===== config.mk =====
export PLATFORM = sky130hd
export DESIGN_NAME = slsr_core
export DESIGN_NICKNAME = d
export VERILOG_FILES = /design/src/hw/slsr_pkg.sv /design/src/hw/slsr_core.sv /design/src/hw/slsr_sync3.sv
export VERILOG_INCLUDE_DIRS = /design/src /design/src/hw
export SDC_FILE = /design/constraint.sdc
export NUM_CORES = 1
export LEC_CHECK = 0
export ABC_AREA = 1
export BUFFER_PORTS_ARGS = -buffer_cell sky130_fd_sc_hd__buf_2
export CAP_MARGIN = 20
export CORE_MARGIN = 2
export CORE_UTILIZATION = 30
export DETAILED_ROUTE_END_ITERATION = 10
export PLACE_DENSITY = 0.57
export SYNTH_ARGS = -nofsm -noshare
export SYNTH_HDL_FRONTEND = slang
export SYNTH_SLANG_ARGS = --single-unit

===== constraint.sdc =====
create_clock -name mclk -period 1.95 [get_ports mclk]
set_input_delay 0.195 -clock mclk [delete_from_list [all_inputs] [get_ports mclk]]
set_output_delay 0.195 -clock mclk [all_outputs]
set_load 0.01 [all_outputs]

===== src/hw/slsr_cfg.svh =====
// Constants for the serial link sync request block
// Notes on behaviour
// - Single-ended sync pin used only when select is zero
// - 64b/66b ignores every sync request input
// - Selected sync low starts code group sync
// - Sync release high starts lane alignment sequence
// - Sysref aligns internal link timing
// - Sysref receiver can be powered down
// - Timestamp pair is alternate sync in 8b/10b
`ifndef SLSR_CFG_SVH
`define SLSR_CFG_SVH
`define SLSR_SEL_SINGLE 2'h0
`define SLSR_SEL_TIMESTAMP 2'h1
`define SLSR_SEL_ALTERNATE 2'h2
`define SLSR_SYNC_STAGES 3
`define SLSR_LMFC_RST 8'h00
`endif


===== src/hw/slsr_pkg.sv =====
// Types for the serial link sync request block
package slsr_pkg;
    typedef enum logic [1:0]
    {
        SLSR_IDLE = 2'b00,
        SLSR_CGS = 2'b01,
        SLSR_ILAS = 2'b10,
        SLSR_DATA = 2'b11
    } slsr_state_t;

    typedef struct packed
    {
        logic cgs;
        logic ilas;
        logic data;
    } slsr_link_t;
endpackage


===== src/hw/slsr_core.sv =====
// Link sync request handling and sysref alignment
`timescale 1ns/100ps
`include "slsr_cfg.svh"
module slsr_core
    import slsr_pkg::*;
#(
    parameter int LMFC_PERIOD = 32,
    parameter int ILAS_CYCLES = 64
)
(
    input wire logic mclk,
    input wire logic rst,
    input wire logic single_ended_link_sync_n,
    input wire logic alternate_link_sync_n,
    input wire logic timestamp_input_pair,
    input wire logic sysref_in,
    input wire logic [1:0] sync_sel,
    input wire logic mode_64b66b,
    input wire logic link_enable,
    input wire logic sysref_receiver_enable_cfg,
    output logic sysref_receiver_enable,
    output slsr_link_t link_out,
    output logic [7:0] lmfc_count,
    output logic lmfc_edge,
    output logic [1:0] link_state
);
    // ------------------------------------------------------------
    // Parameter checks
    // ------------------------------------------------------------
    if (LMFC_PERIOD < 2 || LMFC_PERIOD > 256)
    begin : g_bad_lmfc
        $error("LMFC_PERIOD out of range");
    end
    if (ILAS_CYCLES < 1 || ILAS_CYCLES > 65535)
    begin : g_bad_ilas
        $error("ILAS_CYCLES out of range");
    end

    localparam logic [7:0] LMFC_LAST = 8'(LMFC_PERIOD - 1);
    localparam logic [15:0] ILAS_LAST = 16'(ILAS_CYCLES - 1);

    // ------------------------------------------------------------
    // Input synchronisers
    // ------------------------------------------------------------
    logic [3:0] raw_in;
    logic [3:0] sync_in;
    assign raw_in = {sysref_in, timestamp_input_pair, alternate_link_sync_n,
        single_ended_link_sync_n};

    genvar gi;
    generate
        for (gi = 0; gi < 4; gi++)
        begin : g_sync
            slsr_sync3 u_sync
            (
                .mclk(mclk),
                .rst(rst),
                // Sysref idles low; a high preset would fake an edge after reset
                .rst_val(gi != 3),
                .din(raw_in[gi]),
                .dout(sync_in[gi])
            );
        end
    endgenerate

    // ------------------------------------------------------------
    // Sync source selection
    // ------------------------------------------------------------
    logic sync_n;
    always_comb
    begin
        case (sync_sel)
            `SLSR_SEL_SINGLE: sync_n = sync_in[0];
            `SLSR_SEL_TIMESTAMP: sync_n = sync_in[2];
            `SLSR_SEL_ALTERNATE: sync_n = sync_in[1];
            default: sync_n = 1'b1;
        endcase
    end

    // ------------------------------------------------------------
    // Sysref alignment of the local multiframe counter
    // ------------------------------------------------------------
    logic sysref_d;
    logic next_sysref_d;
    logic [7:0] next_lmfc_count;
    logic next_lmfc_edge;
    logic sysref_rise;

    // Receiver gated off means sysref is simply ignored
    assign sysref_receiver_enable = sysref_receiver_enable_cfg;
    assign sysref_rise = sysref_receiver_enable && sync_in[3] && !sysref_d;

    always_comb
    begin
        next_sysref_d = sync_in[3];
        if (sysref_rise || lmfc_count == LMFC_LAST)
            next_lmfc_count = `SLSR_LMFC_RST;
        else
            next_lmfc_count = lmfc_count + 8'h01;
        next_lmfc_edge = (next_lmfc_count == `SLSR_LMFC_RST);
    end

    always_ff @(posedge mclk)
    begin
        if (rst)
        begin
            sysref_d <= 1'b0;
            lmfc_count <= `SLSR_LMFC_RST;
            lmfc_edge <= 1'b0;
        end
        else
        begin
            sysref_d <= next_sysref_d;
            lmfc_count <= next_lmfc_count;
            lmfc_edge <= next_lmfc_edge;
        end
    end

    // ------------------------------------------------------------
    // Link initialisation state machine
    // ------------------------------------------------------------
    slsr_state_t state;
    slsr_state_t next_state;
    logic [15:0] ilas_cnt;
    logic [15:0] next_ilas_cnt;
    logic ilas_armed;
    logic next_ilas_armed;

    always_comb
    begin
        next_state = state;
        next_ilas_cnt = ilas_cnt;
        next_ilas_armed = ilas_armed;
        if (!link_enable)
        begin
            next_state = SLSR_IDLE;
            // A stale arm would skip the release handshake next time
            next_ilas_armed = 1'b0;
        end
        else if (mode_64b66b)
        begin
            // No handshake at all in this encoding
            next_state = SLSR_DATA;
            next_ilas_armed = 1'b0;
        end
        else
        begin
            case (state)
                SLSR_IDLE:
                begin
                    if (!sync_n)
                        next_state = SLSR_CGS;
                end
                SLSR_CGS:
                begin
                    // Alignment waits for a multiframe boundary after release
                    if (sync_n)
                        next_ilas_armed = 1'b1;
                    if (ilas_armed && sync_n && lmfc_edge)
                    begin
                        next_state = SLSR_ILAS;
                        next_ilas_cnt = 16'h0000;
                        next_ilas_armed = 1'b0;
                    end
                    if (!sync_n)
                        next_ilas_armed = 1'b0;
                end
                SLSR_ILAS:
                begin
                    if (!sync_n)
                        next_state = SLSR_CGS;
                    else if (ilas_cnt == ILAS_LAST)
                        next_state = SLSR_DATA;
                    else
                        next_ilas_cnt = ilas_cnt + 16'h0001;
                end
                SLSR_DATA:
                begin
                    if (!sync_n)
                        next_state = SLSR_CGS;
                end
                default: next_state = SLSR_IDLE;
            endcase
        end
    end

    always_ff @(posedge mclk)
    begin
        if (rst)
        begin
            state <= SLSR_IDLE;
            ilas_cnt <= 16'h0000;
            ilas_armed <= 1'b0;
        end
        else
        begin
            state <= next_state;
            ilas_cnt <= next_ilas_cnt;
            ilas_armed <= next_ilas_armed;
        end
    end

    // ------------------------------------------------------------
    // Outputs
    // ------------------------------------------------------------
    slsr_link_t next_link;
    always_comb
    begin
        next_link.cgs = (next_state == SLSR_CGS);
        next_link.ilas = (next_state == SLSR_ILAS);
        next_link.data = (next_state == SLSR_DATA);
    end

    always_ff @(posedge mclk)
    begin
        if (rst)
            link_out <= '0;
        else
            link_out <= next_link;
    end

    assign link_state = state;
endmodule


===== src/hw/slsr_sync3.sv =====
// Three-stage synchroniser for one asynchronous pin
`timescale 1ns/100ps
module slsr_sync3
(
    input wire logic mclk,
    input wire logic rst,
    input wire logic rst_val,
    input wire logic din,
    output logic dout
);
    logic [2:0] pipe;
    logic [2:0] next_pipe;
    logic next_dout;

    always_comb
    begin
        next_pipe = {pipe[1:0], din};
        // Change counts only when stages two and three agree
        next_dout = (pipe[1] == pipe[2]) ? pipe[2] : dout;
    end

    always_ff @(posedge mclk)
    begin
        if (rst)
        begin
            pipe <= {3{rst_val}};
            dout <= rst_val;
        end
        else
        begin
            pipe <= next_pipe;
            dout <= next_dout;
        end
    end
endmodule


## Word level (Yosys, flattened, before mapping)

Index checks and enable logic that the tools add are counted.

| storage, ports and cells | value |
|---|---|
| register bits after elaboration | 48 |
| input bits | 11 |
| output and inout port bits | 15 |
| word-level logic and storage cells | 66 |

| cells by class | value |
|---|---|
| add/sub/neg operators | 2 |
| equality and inequality tests | 17 |
| multiplexer cells | 15 |
| bitwise gates (word level) | 2 |
| reductions and logical operators | 13 |

Operators by type and width:

| operator | number |
|---|---|
| $mux 16 | 3 |
| $pmux 16 s2 | 1 |
| $add 16x1->16 const B | 1 |
| $eq 16x6->1 const B | 1 |
| $mux 2 | 6 |
| $eq 2x2->1 const B | 5 |
| $add 8x1->8 const B | 1 |
| $eq 8x5->1 const B | 1 |
| $logic_not 8->1 | 1 |
| $mux 8 | 1 |
| $eq 2x1->1 const B | 3 |
| $ne 2x2->1 const B | 3 |
| $pmux 2 s3 | 1 |
| $reduce_and 6->1 | 1 |
| $eq 1x1->1 | 4 |
| $logic_and 1x1->1 | 4 |
| $logic_not 2->1 | 2 |
| $pmux 1 s3 | 1 |
| $reduce_or 3->1 | 1 |
| $mux 1 | 2 |
| $not 1->1 | 2 |
| $reduce_bool 2->1 | 1 |
| $reduce_or 2->1 | 1 |
| $logic_not 1->1 | 1 |
| $logic_or 1x1->1 | 1 |

## Logic depth before layout (Yosys ltp)

Gate-level depths: netlist of run 1.

| logic depth | value |
|---|---|
| depth in word-level cells | 9 |
| depth in mapped cells | 12 |
| mapped depth without buffers | 12 |

## Hierarchy

From an unflattened synthesis of run 1, not the netlist that was laid out.

| unflattened totals | value |
|---|---|
| cells, all modules | 360 |
| area total of the unflattened synthesis | 2568.7 um2 |

Modules (own cells, without submodules):

| module | instances | cells each | area an instance (um2) |
|---|---|---|---|
| slsr_core | 1 | 292 | 1998.2 |
| slsr_sync3 | 4 | 17 | 142.6 |

## Worst setup path before layout of run 1

OpenSTA, ideal clock, no wires.

| path | value |
|---|---|
| kind | register to register |
| start | register state[0], in the netlist link_state[0] |
| end | register ilas_cnt[15] |
| setup time | 0.068 ns |
| arrival | 1.506 ns |
| path slack | 0.376 ns |
| cell stages (with the launch flop) | 12 |
| buffers on the path | 2 |
| clock period less this slack | 1.574 ns |
| cell sequence | dfxtp_1 -> inv_1 -> ha_1 -> clkbuf_2 -> nand2_1 -> nor2_1 -> nand2_1 -> o21ai_1 -> nor2_2 -> buf_6 -> nand2_1 -> a21oi_2 |

| between the ends | value |
|---|---|
| word-level cells in the longest chain between the ends | 3 |
| elaborated cells on any way between the ends | 8 |
| those cells by class | eq/ne: 5; mux: 1; reduce/logical: 2 |

RTL lines:

| what | line | RTL |
|---|---|---|
| start: declaration | slsr_core.sv:122 | `slsr_state_t state;` |
| start signal: assignment | slsr_core.sv:197 | `state <= next_state;` |
| $eq 2x2->1 or $eq 2x1->1 (tied branches) | slsr_core.sv:148 | `case (state)` |
| $ne 2x2->1 (no source line) or $reduce_bool 2->1 (tied branches) | n/a |  |
| $reduce_and 6->1 (no source line) | n/a |  |
| end signal: assignment | slsr_core.sv:198 | `ilas_cnt <= next_ilas_cnt;` |
| end: declaration | slsr_core.sv:124 | `logic [15:0] ilas_cnt;` |

Parallel ways exist; a longest one is shown, timed or not.
A chain may end at the register's enable or synchronous reset.

## Worst setup path after layout of run 1

| path | value |
|---|---|
| start | register state[0], in the netlist link_state[0] |
| end | register ilas_cnt[1] |

The elaborated chain is that of the path after synthesis.

==> results.toml, run 1 <==
[outcome]
status = "finished, final reports clean"

[finish]
syn_to_final_growth_pct = 13.35
layout.nets = 398
drive_above_1_share_pct = 17.45
diodes = 0

[clock_network]
cts_buffers = 5
clock_latency_ns = 0.30
cts.path.max_buffers = 2
cts.reportedPaths.clkPinSlew_ns = 0.09
cts_root_buf = "clkbuf_8"
cts_tree = "yes"
post_cts_buffers = 0
cts-htree-levels = 2
cts.sinks = 48
ctsHoldBuffers = 0

[setup_path]
critPathArrivalTime_ns = 1.93
worst-path-max-fanout = 16
start_kind = "flip-flop"
critical_path_class = "flip-flop to flip-flop"
end_kind = "flip-flop"
cp_data_required_time_ns = 2.15

[job]
cap_violations = 0

[detailed_routing]
vias = 2136
post_drt_wl_per_cell_um = 10.34
wl_mm = 5.024
wl_met3_um = 159
drt_iter0_drc = 99
m1WireLength_mm = 2.647
via_per_inst = 4.395
drc = 0
dr_wl_met2_mm = 2.163
route.top_layer_used = "met4"
ant_nets = 0
dr.pass1.iters = 4

[placed_design]
numPortBuffers = 25
gp_congestion = 0.8396
dpl.hpwl_mm = 3.651
place_ws_ns = 0.05672

[logic_synthesis]
ys.flop_type = "dfxtp_1"
avgSynthCellArea_um2 = 6.808
synth_area_leaders = "dfxtp_1 (39%), nand2_1 (16%), nor2_1 (11%)"
yosysTopAreaCell = "dfxtp_1"
synthCells = 358
mappedNetlistArea_mm2 = 0.002437
synth-simple-area-share_pct = 38.14
muxShareOfSynthArea_pct = 0
yosysWarnings = 0
synth_top_family_by_area = "simple AND/OR/NAND/NOR gates"
synth-adder-area-share_pct = 2.053
synth_compound_area_share_pct = 8.881
ys_seq_elements = 48
synth_nets = 373
synth_enable_flop_cells = 0
synth.top_cell.area_share_pct = 39.43
ys_seq_area_share_pct = 39.43
ys_async_sr_fraction_pct = 0
yosys.area_share.xor_xnor_pct = 3.234
ys_types = 33

[floorplan]
die_w_um = 94.14
pin_count = 26
core_area_mm2 = 0.007807
fp.dieArea_mm2 = 0.008861
fp.dieH_um = 94.14
rows = 32
floorplan.initialDensity_pct = 31.22

[sta]
relSlewSlack_pct = 69.22
fin_worst_skew_ns = 0.008481
slew_violations = 0
finalSetupTns_ns = 0
rsz0062_at_grt = "false"
fin_crit_sh_pct = 88.68
setup_viol = 0
worst_slew_pin_slew_ns = 0.4596
worst_slack_ns = 0.2207
hold_violations = 0
clock.fmax_mhz = 578.3
finalCriticalPeriod_ns = 1.729

[pwr]
power_density_mw_per_mm2 = 684.7
ir_worst_vdd_mv = 0.3849
p_leak_nw = 1.174

[global_routing]
grt_pass1_vias = 1968
grt.total_usage_pct = 12.07
grt.overflow.total = 0
grt_start_max_net_pins = 20
grt_pass1_wl_mm = 8.680
grt_antenna_before_repair = 0

[worst_hold_path]
min_path_type = "primary input to flip-flop"
per-stage QoR:
step                power, W  hold slack [ns]  util (%)  instances  area (µm²)
finish              0.001892          0.07030     35.38        486        2763
global route        0.001983          0.05013     35.38        486        2763
CTS                 0.001921          0.05952     35.32        486        2758
detailed placement  0.001171           0.3807     33.85        478        2643
global placement    0.001169           0.3784     33.85        478        2643
floorplan           0.001130           0.2774         -        358        2437
final cells by class:
cell class / instances / area [µm²]
fillers: 868 / 5045
multi-input cells: 264 / 1280
flip-flops and latches: 48 / 960.9
repair buffers: 27 / 140.1
inverters: 37 / 138.9
well taps: 102 / 127.6
clock buffers: 5 / 68.82
clock inverters: 3 / 46.29
state kept, by name (all words and copies together), names as in the netlist:
name / flops
link_out: 3
ilas_cnt: 16
lmfc_edge: 1
g_sync.u_sync.pipe: 12
g_sync.u_sync.dout: 4
ilas_armed: 1
sysref_d: 1
link_state: 2
lmfc_count: 8
report_power, final:
group / internal [W] / total (W) / switching, W
Clock: 0.000387 / 0.000745 / 0.000358
Combinational: 0.0000499 / 0.000133 / 0.0000831
Sequential: 0.00100 / 0.00101 / 0.0000128
Total: 0.00144 / 0.00189 / 0.000454
critical path, cell delays in order (launching register included):
cell and delay [ns]:
dfxtp_1 0.33, inv_1 0.09, ha_1 0.32, o21ai_0 0.15
inv_1 0.07, nand2_1 0.08, nor2_4 0.35, nor2_1 0.11
nand2_1 0.08, nand2_1 0.05
path summary, 6_finish.rpt:
kind | from | endpoint | slack (ns) | cells past startpoint
max | link_state[0] | ilas_cnt[1] | 0.22 | 9
min | timestamp_input_pair | g_sync[2].u_sync.pipe[0] | 0.07 | 2
max reg2reg | link_state[0] | ilas_cnt[1] | 0.22 | 9
min reg2reg | g_sync[3].u_sync.pipe[0] | g_sync[3].u_sync.pipe[1] | 0.40 | 2
cells by family after synthesis:
family                     count (synthesis)
and+or+nand+nor                          218
xor gates and xnor gates                   9
buffers and inverters                     46
adders and majority gates                  4
AOI/OAI and AO/OA                         33
DFF                                       48
placed cells by master (no fill, tap or decap), types with 6 or more instances in the layout:
cell type / instances
nand2_1: 102
nor2_1: 69
dfxtp_1: 48
inv_1: 36
buf_2: 25
nand3_1: 16
a21oi_2: 10
a21oi_1: 9
or2_2: 9
xor2_1: 7
nand2_2: 6
o21ai_0: 6
synth_stat cells, types with 2 or more instances:
cell and instances:
a21oi_1 9, a21oi_2 10, and2_1 2, clkbuf_1 5, dfxtp_1 48, ha_1 4
inv_1 36, nand2_1 102, nand2_2 6, nand3_1 16, nand3_2 2, nand4_1 5
nor2_1 69, nor2_2 2, nor3_1 2, o21ai_0 6, o21ai_1 2, o21bai_1 2
or2_2 9, xnor2_1 2, xor2_1 7
repair_timing:
action,CTS,global route
setup endpoints to repair,0,16
endpoints found under the hold margin,0,0
gates resized for setup,0,1
routing by layer:
metal / up-vias / global-route usage (%)
met5: - / 0
met4: 0 / 3.744
met3: 7 / 2.568
met2: 32 / 18.93
met1: 936 / 16.53
li1: 1161 / -
No activity file was read; power rests on OpenSTA's default activity.
==> run 2: changes to the inputs <==
--- a/config.mk
+++ b/config.mk
@@ -9,10 +9,9 @@
 export ABC_AREA = 1
 export BUFFER_PORTS_ARGS = -buffer_cell sky130_fd_sc_hd__buf_2
 export CAP_MARGIN = 20
-export CORE_MARGIN = 2
 export CORE_UTILIZATION = 30
 export DETAILED_ROUTE_END_ITERATION = 10
-export PLACE_DENSITY = 0.57
+export PLACE_DENSITY = 0.59
 export SYNTH_ARGS = -nofsm -noshare
 export SYNTH_HDL_FRONTEND = slang
 export SYNTH_SLANG_ARGS = --single-unit
==> constraint.sdc (replaced) <==
create_clock -name mclk -period 1.4 [get_ports mclk]
set_input_delay 0.14 -clock mclk [delete_from_list [all_inputs] [get_ports mclk]]
set_output_delay 0.14 -clock mclk [all_outputs]
set_load 0.01 [all_outputs]
==> run 2 against run 1 <==
Net effect:
- the run now ends with negative setup slack left
- maximum frequency increased by 15%
- clock skew down 0.0019 ns
- power rose by 56%
- critical path depth up 2
- setup slack got worse by 0.33 ns
- sequential cell count unchanged
- sequential power is 40% higher
- routed wire length grew 20%
- global-route usage increased by 2.1 points
- via count rose by 14%
- sequential share of layout area down 7.5 points
- non-clock buffer count rose by 62
- critical endpoint unchanged
==> results.toml, run 2 (synthesized netlist as in run 1, its figures left out) <==
[sta]
rsz0062_at_grt = "true"
setup_viol = 20
fin_worst_skew_ns = 0.006578
relSlewSlack_pct = 73.92
worst_slack_ns = -0.1077
worst_slew_pin_slew_ns = 0.3912
finalCriticalPeriod_ns = 1.508
fin_crit_sh_pct = 107.7
slew_violations = 0
hold_violations = 0
hold_slack_ns = 0.02051
clock.fmax_mhz = 663.3

[pwr]
ir_worst_vdd_mv = 0.4495
power_density_mw_per_mm2 = 814.1
p_leak_nw = 1.581

[global_routing]
grt.total_usage_pct = 14.20
grt_start_max_net_pins = 25
grt_antenna_before_repair = 0
grt.overflow.total = 0
grt_pass1_vias = 2272
grt_pass1_wl_mm = 9.818

[placed_design]
numPortBuffers = 25
dp_cells = 526
place_ws_ns = -0.3812
dpl.hpwl_mm = 3.975
gp_congestion = 0.8698

[setup_path]
worst-path-max-fanout = 5
critical_path_class = "flip-flop to flip-flop"
critPathArrivalTime_ns = 1.75
end_kind = "flip-flop"
cp_data_required_time_ns = 1.64
crit_top_cell = "nor2_4"
crit_chain = "inv_4, ha_4, nand2_4, nor2_4, nand2_2, o21ai_2, nor2_4, buf_12, nor2_4, nand2_2, nand2_1"
slowest_delay_ns = 0.37
path_delay_family = "simple AND/OR/NAND/NOR gates"
cpMaxStageDelayCell = "dfxtp_4"
cp.buffers_inverters = 2
start_kind = "flip-flop"

[floorplan]
rows = 32
core_area_mm2 = 0.007807
pin_count = 26
fp.dieArea_mm2 = 0.008489
die_w_um = 92.14
floorplan.initialDensity_pct = 31.22
fp.dieH_um = 92.14

[outcome]
status = "finished, violations left"
violations = "negative setup slack"

[job]
cap_violations = 0

[finish]
drive_above_1_share_pct = 43.85
top_register = "ilas_cnt"
syn_to_final_growth_pct = 48.36
largest_reg_flops = 16
final_cell_mix = "nand2_1 (80), nor2_1 (61), buf_4 (56)"
largestRegisters = "ilas_cnt (16), g_sync.u_sync.pipe (12), lmfc_count (8)"
diodes = 0
final_cells = 549
fin_util_pct = 46.31
layout.nets = 461
final_common_cell = "nand2_1"

[clock_network]
cts_buffers = 5
clock_latency_ns = 0.30
cts.sinks = 48
cts_root_buf = "clkbuf_8"
cts_tree = "yes"
cts.path.max_buffers = 2
cts.reportedPaths.clkPinSlew_ns = 0.10
cts-htree-levels = 2

[detailed_routing]
via_per_inst = 4.439
ant_nets = 0
drc = 0
dr.pass1.iters = 4
vias = 2437
post_drt_wl_per_cell_um = 10.99
wl_mm = 6.032
drt_iter0_drc = 75

[worst_hold_path]
min_path_type = "primary input to flip-flop"
==> run 2: cell types whose count changed in the layout (fill, tap and decap cells not counted), sizes merged <==
cell,delta
clkinvlp,-1
buf,+61
nand2,+1
bufinv,+1
clkbuf,+1
==> run 2: layout make-up <==
cell class / count / area (µm²)
clock buffer: 5 / 68.82
clock inverter: 3 / 68.82
fill: 778 / 4192
inverter: 37 / 141.4
multi-input combinational: 265 / 1548
sequential: 48 / 985.9
tap: 102 / 127.6
timing repair buffer: 89 / 675.6
==> run 2: worst paths after layout <==
check / end / cells after the start / from / slack [ns]
setup reg to reg: ilas_cnt[1] / 11 / link_state[0] / -0.11
hold / removal: g_sync[1].u_sync.pipe[0] / 2 / alternate_link_sync_n / 0.02
setup / recovery: ilas_cnt[1] / 11 / link_state[0] / -0.11
hold reg to reg: g_sync[3].u_sync.pipe[1] / 2 / g_sync[3].u_sync.pipe[0] / 0.41
==> run 2: through the flow <==
| step | TNS [ns] | power, W | instance area, µm² |
|---|---|---|---|
| finish | -1.464 | 0.002944 | 3616 |
| global route | -3.416 | 0.003063 | 3616 |
| CTS | -0.8731 | 0.002940 | 3418 |
| detailed placement | -5.252 | 0.001670 | 3010 |
| global placement | -4.393 | 0.001667 | 3010 |
| floorplan | -1.094 | 0.001578 | 2455 |
==> run 2: what timing repair did <==
action	CTS	global route
setup buffers	9	4
pin swaps	9	21
setup endpoints to repair	22	24
gates resized for setup	42	46
cloned	1	1
hold buffers	0	0
==> run 2: power by group <==
group / internal, W / total, W / switching [W] / leakage [nW]
Sequential: 0.00139 / 0.00141 / 0.0000200 / 0.395
Combinational: 0.000154 / 0.000313 / 0.000159 / 1.12
Clock: 0.000719 / 0.00122 / 0.000497 / 0.0687
Total: 0.00227 / 0.00294 / 0.000676 / 1.58
==> run 2: layer usage <==
metal,track usage (%),up-vias,wire (µm)
met5,0,-,0
li1,-,1293,-
met1,17.68,1106,2796
met2,25.31,32,3005
met4,3.255,0,56
met3,2.488,6,173
==> run 3: changes to the inputs <==
--- a/config.mk
+++ b/config.mk
@@ -7,7 +7,7 @@
 export NUM_CORES = 1
 export LEC_CHECK = 0
 export ABC_AREA = 1
-export BUFFER_PORTS_ARGS = -buffer_cell sky130_fd_sc_hd__buf_2
+export BUFFER_PORTS_ARGS = -buffer_cell sky130_fd_sc_hd__clkbuf_2
 export CAP_MARGIN = 20
 export CORE_UTILIZATION = 30
 export DETAILED_ROUTE_END_ITERATION = 10
==> run 3 against run 2 <==
Net effect:
- setup slack improved by 0.035 ns
- non-clock buffer count fell by 4
- critical path type unchanged
- worst hold slack got worse by 0.0089 ns
- register-to-register slack improved by 0.04 ns
- power rose by 0.56%
- highest routed layer unchanged
- sequential power barely moved
- the flow still finishes with violations (negative setup slack)
- combinational power rose by 3%
- first-iteration DRC count rose by 19%
==> results.toml, run 3 (synthesized netlist as in run 1, its figures left out) <==
[finish]
multi_input_area_mm2 = 0.001620
final_common_cell = "nand2_1"
final_cells = 545
syn_to_final_growth_pct = 50.56
fillers = 772
fin_area_mm2 = 0.003670
final_cell_mix = "nand2_1 (81), nor2_1 (52), buf_4 (48)"
diodes = 0
layout.nets = 457
drive_above_1_share_pct = 46.05
top_register = "ilas_cnt"
seqCellArea_um2 = 989.7
fin_util_pct = 47.00
largestRegisters = "ilas_cnt (16), g_sync.u_sync.pipe (12), lmfc_count (8)"
largest_reg_flops = 16

[detailed_routing]
wl_mm = 6.398
vias = 2475
drt_iter0_drc = 89
route.top_layer_used = "met4"
post_drt_wl_per_cell_um = 11.74
dr_wl_met2_mm = 3.069
m1WireLength_mm = 2.972
drc = 0
ant_nets = 0
dr.pass1.iters = 6
wl_met3_um = 303
via_per_inst = 4.541

[global_routing]
grt.total_usage_pct = 13.88
grt_pass1_vias = 2202
grt_antenna_before_repair = 0
grt_pass1_wl_mm = 9.625
grt_start_max_net_pins = 25
grt.overflow.total = 0

[sta]
fin_worst_skew_ns = 0.003809
rsz0062_at_grt = "true"
hold_violations = 0
slew_violations = 0
worst_slew_pin_slew_ns = 0.4460
relSlewSlack_pct = 70.27
setup_viol = 18
clock.fmax_mhz = 679.2
finalCriticalPeriod_ns = 1.472
worst_slack_ns = -0.07229
fin_crit_sh_pct = 105.2

[setup_path]
cp_data_required_time_ns = 1.64
slowest_delay_ns = 0.39
worstReg2RegStart = "link_state[0]"
worst-path-max-fanout = 8
start_kind = "flip-flop"
end_kind = "flip-flop"
critical_path_class = "flip-flop to flip-flop"
crit_chain = "inv_4, ha_4, buf_6, nand2_2, o21ai_2, nor2_4, buf_12, nand2_1, a21oi_2"
critPathArrivalTime_ns = 1.71
path_delay_family = "flip-flops"
cp.buffers_inverters = 3
cpMaxStageDelayCell = "dfxtp_4"
crit_start = "link_state[0]"

[clock_network]
cts_root_buf = "clkbuf_8"
cts_buffers = 5
cts.reportedPaths.clkPinSlew_ns = 0.10
cts-htree-levels = 2
clock_latency_ns = 0.30
cts_tree = "yes"
cts.path.max_buffers = 2
cts.sinks = 48

[pwr]
p_leak_nw = 1.571
total_power_w = 0.002960
power_density_mw_per_mm2 = 806.7
ir_worst_vdd_mv = 0.7141

[placed_design]
gp_congestion = 0.8301
dpl.hpwl_mm = 4.098
place_area_mm2 = 0.002995
place_ws_ns = -0.3488
numPortBuffers = 25
dp_cells = 524

[floorplan]
fp.dieArea_mm2 = 0.008489
floorplan.initialDensity_pct = 31.22
core_area_mm2 = 0.007807
rows = 32
fp.dieH_um = 92.14
pin_count = 26
die_w_um = 92.14

[outcome]
violations = "negative setup slack"
status = "finished, violations left"

[worst_hold_path]
hp-start = "timestamp_input_pair"
min_path_type = "primary input to flip-flop"

[job]
cap_violations = 0
## run 3: cell types whose count changed in the layout (fill, tap and decap cells not counted), moves of 3 or more
cell | before | now
buf_2 | 25 | 0
clkbuf_2 | 0 | 25
nor2_1 | 61 | 52
nor2_2 | 4 | 13
buf_4 | 56 | 48
buf_6 | 4 | 8
nand3_1 | 13 | 10
nand3_2 | 3 | 6
## run 3: repair_timing
item / 4_1_cts / 5_1_grt
setup endpoints to repair: 21 / 23
gates resized for setup: 49 / 62
setup buffers: 4 / 7
hold buffers: 0 / 1
cloned: 1 / 1
pin swaps: 18 / 27
hold endpoints to repair: 0 / 1
## run 3: final cells by class
class | instances | area share, %
multi-input combinational | 265 | 44.15
sequential | 48 | 26.97
timing repair buffer | 85 | 17.73
inverter | 37 | 3.921
tap | 102 | 3.478
clock buffer | 5 | 1.875
clock inverter | 3 | 1.875
## run 3: power breakdown
group,internal (W),switching [W]
clock network,0.000720,0.000505
registers,0.00139,0.0000201
logic,0.000152,0.000171
total,0.00226,0.000696
## run 3: stage by stage
stage                     hold WS, ns  setup TNS (ns)
after floorplan                0.2224          -1.094
after global placement         0.3219          -4.344
after detailed placement       0.3244          -5.164
after CTS                    0.005571        -0.07005
after global routing          0.01006          -2.073
final                         0.01160         -0.5567
## run 3: worst register-to-register path: cells and delay by family, from the launching register on
family	cells	cell delay [ns]
simple gates	3	0.32
fa+ha+maj	1	0.18
buf+inv	3	0.32
compound gates	2	0.20
flops	1	0.39
## run 3: path summary, 6_finish.rpt
path,depth (start not counted),slack [ns],to
setup / recovery,9,-0.07,ilas_cnt[8]
hold reg to reg,2,0.41,g_sync[3].u_sync.pipe[1]
hold / removal,2,0.01,g_sync[2].u_sync.pipe[0]
setup reg to reg,9,-0.07,ilas_cnt[8]
## run 3: routing by layer
| metal | GRT usage [%] | vias to the layer above |
|---|---|---|
| li1 | - | 1277 |
| met5 | 0 | - |
| met3 | 2.819 | 9 |
| met1 | 18.46 | 1133 |
| met4 | 2.865 | 0 |
| met2 | 23.13 | 56 |
